$ cat src/hdl/rst_src_map.svh
// Constants of the reset source controller: status bit positions, control bits, timing.
// Assumes inclusion by the package and the design modules of this block.
`ifndef RST_SRC_MAP_SVH
`define RST_SRC_MAP_SVH

`define RSS_WIDTH        9
`define RSS_POR          0
`define RSS_PIN          1
`define RSS_WDT          2
`define RSS_LVR          3
`define RSS_BOD          4
`define RSS_MCU          5
`define RSS_WINDOW_WATCHDOG         6
`define RSS_CPU          7
`define RSS_LOCKUP       8
`define RSS_RESET_VAL    9'h001

`define PRC0_CHIP_BIT    0
`define PRC0_CORE_BIT    1
`define CIRC_SYSREQ_BIT  2

`define RST_PULSE_NS     64
`define CLK_PERIOD_NS    4
`define RST_PULSE_CYC    ((`RST_PULSE_NS + `CLK_PERIOD_NS - 1) / `CLK_PERIOD_NS)

`endif

$ cat src/hdl/rst_src_pkg.sv
// Types of the reset source controller.
// Assumes rst_src_map.svh is on the include path.
`include "rst_src_map.svh"
package rst_src_pkg;
  typedef enum logic [1:0] {
    ST_RUN  = 2'b00,
    ST_SYS  = 2'b01,
    ST_CORE = 2'b10
  } rst_state_e;

  typedef logic [`RSS_WIDTH-1:0] src_vec_t;
endpackage

$ cat src/hdl/rst_src_ctrl.sv
// Reset source controller: merges hardware and software reset requests,
// drives core and peripheral resets, records the source of each reset.
// Assumes resetn is the power-on reset and request inputs are levels.
`timescale 1ns/1ps
module rst_src_ctrl
  import rst_src_pkg::*;
#(
  parameter int PULSE_CYC = `RST_PULSE_CYC
) (
  // Clock and power-on reset
  input  wire logic           clk_sys,
  input  wire logic           resetn,
  // Hardware reset requests (asynchronous)
  input  wire logic           external_reset_pin_n,
  input  wire logic           watchdog_timer_req,
  input  wire logic           window_watchdog_req,
  input  wire logic           low_voltage_reset_req,
  input  wire logic           brownout_detector_req,
  // Core lockup (same domain)
  input  wire logic           core_lockup,
  // Software control writes (same domain, one-cycle strobes)
  input  wire logic           prc0_wr,
  input  wire logic [2:0]     prc0_wdata,
  input  wire logic           circ_wr,
  input  wire logic [2:0]     circ_wdata,
  input  wire logic           status_clr_wr,
  input  wire logic [8:0]     status_clr_data,
  // Boot source select
  input  wire logic           boot_sel_in,
  // Outputs
  output logic                core_reset_n,
  output logic                periph_reset_n,
  output logic [8:0]          reset_source_status,
  output logic [1:0]          peripheral_reset_control_0,
  output logic                boot_sel
);

  // ------------------------------------------------------------
  // Synchronise pin-side requests
  // ------------------------------------------------------------
  logic [4:0] hw_raw;
  logic [4:0] hw_s;

  assign hw_raw = {brownout_detector_req, low_voltage_reset_req, window_watchdog_req,
                   watchdog_timer_req, ~external_reset_pin_n};

  sync2 #(.W(5), .INIT(5'h00)) u_sync (
    .clk_sys (clk_sys),
    .resetn  (resetn),
    .din     (hw_raw),
    .dout    (hw_s)
  );

  // ------------------------------------------------------------
  // State
  // ------------------------------------------------------------
  typedef struct packed {
    rst_state_e st;
    src_vec_t   flags;
    logic [1:0] prc0;
    logic       core_n;
    logic       periph_n;
    logic       boot;
    logic       boot_init;
  } state_s;

  state_s s_q;
  state_s s_d;

  // Software pulses
  logic sw_chip;
  logic sw_mcu;
  logic sw_cpu;
  logic sys_start;
  logic core_start;
  logic sys_busy;
  logic core_busy;
  logic hw_any;
  src_vec_t ev;

  assign sw_chip = prc0_wr & prc0_wdata[`PRC0_CHIP_BIT];
  assign sw_cpu  = prc0_wr & prc0_wdata[`PRC0_CORE_BIT];
  assign sw_mcu  = circ_wr & circ_wdata[`CIRC_SYSREQ_BIT];
  assign hw_any  = |hw_s | core_lockup;

  always_comb begin
    ev = '0;
    ev[`RSS_PIN]    = hw_s[0];
    ev[`RSS_WDT]    = hw_s[1];
    ev[`RSS_WINDOW_WATCHDOG]   = hw_s[2];
    ev[`RSS_LVR]    = hw_s[3];
    ev[`RSS_BOD]    = hw_s[4];
    ev[`RSS_LOCKUP] = core_lockup;
    ev[`RSS_POR]    = sw_chip;
    ev[`RSS_MCU]    = sw_mcu;
    ev[`RSS_CPU]    = sw_cpu;
  end

  assign sys_start  = hw_any | sw_chip | sw_mcu;
  assign core_start = sw_cpu;

  rst_pulse_gen #(.LEN(PULSE_CYC)) u_sys_pulse (
    .clk_sys (clk_sys),
    .resetn  (resetn),
    .start   (sys_start),
    .busy    (sys_busy)
  );

  rst_pulse_gen #(.LEN(PULSE_CYC)) u_core_pulse (
    .clk_sys (clk_sys),
    .resetn  (resetn),
    .start   (core_start),
    .busy    (core_busy)
  );

  // ------------------------------------------------------------
  // Next state
  // ------------------------------------------------------------
  always_comb begin
    s_d = s_q;
    // Set wins over clear; flags survive every reset but power-on
    s_d.flags = (s_q.flags & ~(status_clr_wr ? status_clr_data : 9'h000)) | ev;
    // Control bits self-clear after one cycle
    s_d.prc0 = {sw_cpu, sw_chip};
    s_d.boot_init = 1'b1;
    if (!s_q.boot_init) begin
      s_d.boot = boot_sel_in;
    end else if (sw_chip) begin
      s_d.boot = boot_sel_in;
    end
    unique case (s_q.st)
      ST_RUN: begin
        if (sys_start) begin
          s_d.st = ST_SYS;
        end else if (core_start) begin
          s_d.st = ST_CORE;
        end
      end
      ST_SYS: begin
        if (!sys_busy && !sys_start) begin
          s_d.st = ST_RUN;
        end
      end
      ST_CORE: begin
        if (sys_start) begin
          s_d.st = ST_SYS;
        end else if (!core_busy && !core_start) begin
          s_d.st = ST_RUN;
        end
      end
      default: s_d.st = ST_RUN;
    endcase
    s_d.core_n   = (s_d.st == ST_RUN);
    s_d.periph_n = (s_d.st != ST_SYS);
  end

  always_ff @(posedge clk_sys or negedge resetn) begin
    if (!resetn) begin
      s_q.st        <= ST_RUN;
      s_q.flags     <= `RSS_RESET_VAL;
      s_q.prc0      <= 2'b00;
      s_q.core_n    <= 1'b0;
      s_q.periph_n  <= 1'b0;
      s_q.boot      <= 1'b0;
      s_q.boot_init <= 1'b0;
    end else begin
      s_q <= s_d;
    end
  end

  assign core_reset_n               = s_q.core_n;
  assign periph_reset_n             = s_q.periph_n;
  assign reset_source_status        = s_q.flags;
  assign peripheral_reset_control_0 = s_q.prc0;
  assign boot_sel                   = s_q.boot;

  // ------------------------------------------------------------
  // Checks
  // ------------------------------------------------------------
  property p_pin_flag;
    @(posedge clk_sys) disable iff (!resetn) hw_s[0] |=> reset_source_status[`RSS_PIN];
  endproperty
  a_pin_flag: assert property (p_pin_flag) else $error("pin flag not set");

  property p_wdt_rst;
    @(posedge clk_sys) disable iff (!resetn)
      (hw_s[1] || hw_s[2]) |=> !core_reset_n && !periph_reset_n;
  endproperty
  a_wdt_rst: assert property (p_wdt_rst) else $error("watchdog reset missing");

  property p_lvr_rst;
    @(posedge clk_sys) disable iff (!resetn)
      hw_s[3] |=> !periph_reset_n && reset_source_status[`RSS_LVR];
  endproperty
  a_lvr_rst: assert property (p_lvr_rst) else $error("low voltage reset missing");

  property p_bod_rst;
    @(posedge clk_sys) disable iff (!resetn)
      hw_s[4] |=> !periph_reset_n && reset_source_status[`RSS_BOD];
  endproperty
  a_bod_rst: assert property (p_bod_rst) else $error("brown-out reset missing");

  property p_lock_rst;
    @(posedge clk_sys) disable iff (!resetn)
      core_lockup |=> !core_reset_n && reset_source_status[`RSS_LOCKUP];
  endproperty
  a_lock_rst: assert property (p_lock_rst) else $error("lockup reset missing");

  property p_core_only;
    @(posedge clk_sys) disable iff (!resetn)
      (sw_cpu && !sys_start && s_q.st == ST_RUN) |=> !core_reset_n && periph_reset_n;
  endproperty
  a_core_only: assert property (p_core_only) else $error("core-only reset wrong");

  property p_chip_rst;
    @(posedge clk_sys) disable iff (!resetn)
      sw_chip |=> !periph_reset_n && reset_source_status[`RSS_POR];
  endproperty
  a_chip_rst: assert property (p_chip_rst) else $error("chip reset missing");

  property p_mcu_rst;
    @(posedge clk_sys) disable iff (!resetn)
      sw_mcu |=> !periph_reset_n && reset_source_status[`RSS_MCU] && $stable(boot_sel);
  endproperty
  a_mcu_rst: assert property (p_mcu_rst) else $error("reboot reset wrong");

  property p_flag_hold;
    @(posedge clk_sys) disable iff (!resetn)
      (reset_source_status[`RSS_WDT] && !(status_clr_wr && status_clr_data[`RSS_WDT]))
        |=> reset_source_status[`RSS_WDT];
  endproperty
  a_flag_hold: assert property (p_flag_hold) else $error("flag lost");

  property p_self_clear;
    @(posedge clk_sys) disable iff (!resetn)
      (sw_chip ##1 !sw_chip) |=> !peripheral_reset_control_0[`PRC0_CHIP_BIT];
  endproperty
  a_self_clear: assert property (p_self_clear) else $error("control bit stuck");

  property p_end;
    @(posedge clk_sys) disable iff (!resetn)
      (s_q.st == ST_SYS && !sys_busy && !sys_start) |=> periph_reset_n && core_reset_n;
  endproperty
  a_end: assert property (p_end) else $error("reset did not end");

  // ------------------------------------------------------------
  // Further source checks
  // ------------------------------------------------------------
  property p_pin_rst;
    @(posedge clk_sys) disable iff (!resetn)
      hw_s[0] |=> !core_reset_n && !periph_reset_n;
  endproperty
  a_pin_rst: assert property (p_pin_rst) else $error("pin reset missing");

  property p_wdt_flag;
    @(posedge clk_sys) disable iff (!resetn)
      hw_s[1] |=> reset_source_status[`RSS_WDT];
  endproperty
  a_wdt_flag: assert property (p_wdt_flag) else $error("watchdog flag missing");

  property p_window_watchdog_flag;
    @(posedge clk_sys) disable iff (!resetn)
      hw_s[2] |=> reset_source_status[`RSS_WINDOW_WATCHDOG];
  endproperty
  a_window_watchdog_flag: assert property (p_window_watchdog_flag) else $error("window flag missing");

  property p_core_flag;
    @(posedge clk_sys) disable iff (!resetn)
      sw_cpu |=> !core_reset_n && reset_source_status[`RSS_CPU];
  endproperty
  a_core_flag: assert property (p_core_flag) else $error("core reset flag missing");

  property p_chip_read;
    @(posedge clk_sys) disable iff (!resetn)
      sw_chip |=> peripheral_reset_control_0[`PRC0_CHIP_BIT];
  endproperty
  a_chip_read: assert property (p_chip_read) else $error("chip bit readback");

  property p_core_read;
    @(posedge clk_sys) disable iff (!resetn)
      sw_cpu |=> peripheral_reset_control_0[`PRC0_CORE_BIT];
  endproperty
  a_core_read: assert property (p_core_read) else $error("core bit readback");

  property p_periph_core;
    @(posedge clk_sys) disable iff (!resetn)
      !periph_reset_n |-> !core_reset_n;
  endproperty
  a_periph_core: assert property (p_periph_core) else $error("core runs in reset");

  property p_sys_start;
    @(posedge clk_sys) disable iff (!resetn)
      sys_start |=> !periph_reset_n && !core_reset_n;
  endproperty
  a_sys_start: assert property (p_sys_start) else $error("system reset missing");

endmodule // rst_src_ctrl

$ cat src/hdl/sync2.sv
// Two flip-flop synchroniser for a bundle of asynchronous levels.
// Assumes the inputs are quasi-static relative to clk_sys.
`timescale 1ns/1ps
module sync2 #(
  parameter int          W       = 1,
  parameter logic [W-1:0] INIT   = '0
) (
  // Clock and reset
  input  wire logic         clk_sys,
  input  wire logic         resetn,
  // Levels
  input  wire logic [W-1:0] din,
  output logic      [W-1:0] dout
);
  logic [W-1:0] meta_q;

  always_ff @(posedge clk_sys or negedge resetn) begin
    if (!resetn) begin
      meta_q <= INIT;
      dout   <= INIT;
    end else begin
      meta_q <= din;
      dout   <= meta_q;
    end
  end
endmodule // sync2

$ cat src/hdl/rst_pulse_gen.sv
// Fixed-length pulse stretcher: a start gives LEN cycles of active output.
// Assumes start is a same-domain pulse or level.
`timescale 1ns/1ps
module rst_pulse_gen #(
  parameter int LEN = 16
) (
  // Clock and reset
  input  wire logic clk_sys,
  input  wire logic resetn,
  // Control
  input  wire logic start,
  output logic      busy
);
  localparam int CW = $clog2(LEN + 1);
  logic [CW-1:0] cnt_q;

  always_ff @(posedge clk_sys or negedge resetn) begin
    if (!resetn) begin
      cnt_q <= '0;
      busy  <= 1'b0;
    end else if (start) begin
      cnt_q <= CW'(LEN - 1);
      busy  <= 1'b1;
    end else if (cnt_q != '0) begin
      cnt_q <= cnt_q - 1'b1;
    end else begin
      busy  <= 1'b0;
    end
  end
endmodule // rst_pulse_gen

$ cat config.mk
export PLATFORM = sky130hd
export DESIGN_NAME = rst_src_ctrl
export DESIGN_NICKNAME = d
export VERILOG_FILES = /design/src/hdl/rst_src_pkg.sv /design/src/hdl/rst_src_ctrl.sv /design/src/hdl/sync2.sv /design/src/hdl/rst_pulse_gen.sv
export VERILOG_INCLUDE_DIRS = /design/src /design/src/hdl
export SDC_FILE = /design/constraint.sdc
export NUM_CORES = 1
export LEC_CHECK = 0
export BUFFER_PORTS_ARGS = -buffer_cell sky130_fd_sc_hd__buf_2
export CORE_MARGIN = 8
export CORE_UTILIZATION = 51
export CTS_BUF_LIST = sky130_fd_sc_hd__clkbuf_16
export DETAILED_ROUTE_END_ITERATION = 8
export MAX_ROUTING_LAYER = met4
export PLACE_DENSITY = 0.75
export SETUP_SLACK_MARGIN = 0.4
export SKIP_LAST_GASP = 1
export SYNTH_ARGS = -nofsm -noshare
export SYNTH_HDL_FRONTEND = slang
export SYNTH_SLANG_ARGS = --single-unit
$ cat constraint.sdc
create_clock -name clk_sys -period 2 [get_ports clk_sys]
set_input_delay 0.2 -clock clk_sys [delete_from_list [all_inputs] [get_ports clk_sys]]
set_output_delay 0.2 -clock clk_sys [all_outputs]
set_load 0.01 [all_outputs]
==> results_dict.tcl <==
set metrics [dict create \
    status "finished clean" \
    hpwl_mm 2.25 \
    num_vias 1077 \
    fp.dieW_um 71.8 \
    yosysMostFrequentCell "dfrtp_1" \
    num-fill-cells 240 \
    area_delta_synth_final_pct 20.4 \
    drtAntennaViolNets 0 \
    htree_levels 2 \
    timing.fmax_mhz 658 \
    fin_setup_tns_ns 0 \
    yosys-top-cells-count "38 x dfrtp_1, 25 x nand2_1, 11 x buf_4" \
    routed_wl_mm 2.97 \
    core_sq_um 3000 \
    postPlaceCellArea_sq_um 1730 \
    synth_ff_type "dfrtp_1" \
    hold_class "input port to async pin" \
    die_area_sq_um 5160 \
    gp_congestion 0.811 \
    power_density_nw_per_um2 971 \
    cts.path.max_buffers 2 \
    dp_cells 196 \
    insertedDiodeCount 0 \
    clk_pin_slew_ns 0.06 \
    fp-row-count 20 \
    track_usage_pct 12.1 \
    final_nets 203 \
    clock-root-buffer "clkbuf_16" \
    final_cells 206 \
    yosysUniqueCellTypes 34 \
    start_util_pct 52.9 \
    grt_pass1_vias 1077 \
    netlist_instances 138 \
    ys_ff_latch 39 \
    finalMaxSlewViolations 0 \
    cp_max_fo 4 \
    period_share_pct 76.0 \
    max-vdd-ir-drop_mv 0.685 \
    multi_input_area_sq_um 510 \
    critPathRequiredTime_ns 2.20 \
    max-slew-margin-rel_pct 45.1 \
    rsz0062_at_grt "no" \
    vias_per_cell 5.23 \
    synth_area_leader_cell "dfrtp_1" \
    whs_ns 0.0182 \
    crit_arrival_ns 1.72 \
    tritoncts "built" \
    cts_buffers 5 \
    ys_warn_count 0 \
    synth-async-reset-ratio_pct 100 \
    crit_path_end_kind "flop" \
    critPathLaunchType "flop" \
    utilization_pct 63.7 \
    fp.dieH_um 71.8 \
    netlist_area_sq_um 1590 \
    regArea_sq_um 977 \
    synth-seq-area-share_pct 61.5 \
    clock_skew_ns 0.00379 \
    final_cell_area_sq_um 1910 \
    syn_avg_cell_area_sq_um 11.5 \
    io_buffer_count 37 \
    grt_max_degree 40 \
    clkLatencyLatePin_ns 0.28 \
    wl_per_cell_um 14.4 \
    drc 0 \
    finalSetupViolCount 0 \
    finalCriticalPeriod_ns 1.52 \
    drive_gt1_share_pct 32.4 \
    antenna_found_initial 0 \
    synth-edff-count 0 \
    syn-num-nets 169 \
    synth_top_cell_area_share_pct 59.8 \
    cts.sinks 39 \
    worst_pin_slew_ns 0.824 \
    worst-setup-path-type "flop to flop" \
    final_hold_viol_count 0 \
    boundaryPins 41 \
    drv_cap 0 \
    synth_area_leaders "dfrtp_1 60%, nand2_1 5.9%, buf_4 5.2%" \
    first_iter_violations 36 \
    gr-total-overflow 0 \
    grt_pass1_wl_mm 4.69 \
    p_leak_uw 0.000912 \
    dr.pass1.iters 4 \
]
## layout make-up
class	instances	share of cell area, %
sequential	39	51.1
multi-input combinational	78	26.7
timing repair buffer	39	10.5
clock buffer	5	6.54
tap	33	2.16
inverter	9	1.77
clock inverter	3	1.31
## layout by cell type (no fill, tap or decap), drive strengths merged
master	netlist	layout
and4	1	1
a22o	1	1
a221oi	1	1
or4b	1	1
o211ai	2	2
conb	1	1
nor4	1	1
clkinv	0	2
ha	4	4
mux2i	2	2
nand4	1	1
or2b	1	1
dfrtp	38	38
nor3b	2	2
o21ai	6	6
a21oi	1	1
a211oi	1	1
nor3	2	2
a21o	6	6
nand2	25	25
clkbuf	1	5
a21boi	1	1
clkinvlp	0	1
inv	9	9
a211o	2	2
xnor2	2	2
mux2	1	1
or3	2	2
dfstp	1	1
and2	1	1
buf	11	39
nor2	8	8
nor4b	2	2
## through the flow
stage                     power (uW)  setup slack [ns]
after global placement          1090             0.470
after global routing            1940             0.423
after detailed placement        1110             0.366
after CTS                       1880             0.415
final                           1860             0.481
after floorplan                 1040             0.569
## power breakdown
part	switching (uW)	internal [uW]	total, uW
sequential	50.7	853	903
clock	301	465	766
combinational	98.0	91.4	189
## sequential cells by signal (all words and copies together) (netlist names), 2 cells and up
name                        count
peripheral_reset_control_0      2
s_q                             3
reset_source_status             9
u_sync.meta_q                   5
u_core_pulse.cnt_q              5
u_sys_pulse.cnt_q               5
u_sync.dout                     5
## cell families after synthesis
logic type / after synthesis / synth area share (%)
compound gates: 21 / 9.13
buf+inv: 21 / 7.56
fa+ha+maj: 4 / 3.15
mux: 3 / 1.97
flops: 39 / 61.5
xor+xnor: 2 / 1.10
other cells: 1 / 0.236
simple gates: 47 / 15.4
## worst max-delay path: stages, from the launching register on
cell	delay [ns]
dfrtp_1	0.40
inv_2	0.10
ha_4	0.15
or4b_4	0.48
and2_0	0.18
o21ai_1	0.14
## path summary, 6_finish.rpt
path | from | to | slack [ns] | cells past startpoint
setup / recovery | u_sys_pulse.cnt_q[0] | u_sys_pulse.cnt_q[1] | 0.48 | 5
hold / removal | resetn | u_sync.meta_q[2] | 0.02 | 1
setup reg to reg | u_sys_pulse.cnt_q[0] | u_sys_pulse.cnt_q[1] | 0.48 | 5
hold reg to reg | u_sync.meta_q[0] | u_sync.dout[0] | 0.35 | 0
max in group asynchronous | resetn | peripheral_reset_control_0[0] | 1.46 | 1
min in group clk_sys | watchdog_timer_req | u_sync.meta_q[1] | 0.03 | 1
## per-layer routing
metal	routed length (um)	track usage, %	part of all wire (%)	vias to the layer above
met5	0	-	0	-
met4	14	2.72	0.47	0
met3	187	5.44	6.3	2
met2	1640	21.5	55	33
met1	1120	11.8	38	523
li1	-	-	-	519
## repair_timing
action	in CTS	in global routing
pin swaps	0	1
endpoints found under the setup margin	1	2
hold buffers	0	0
resized for setup	1	4
buffers inserted	0	2
Power figures use the tool's default switching activity.
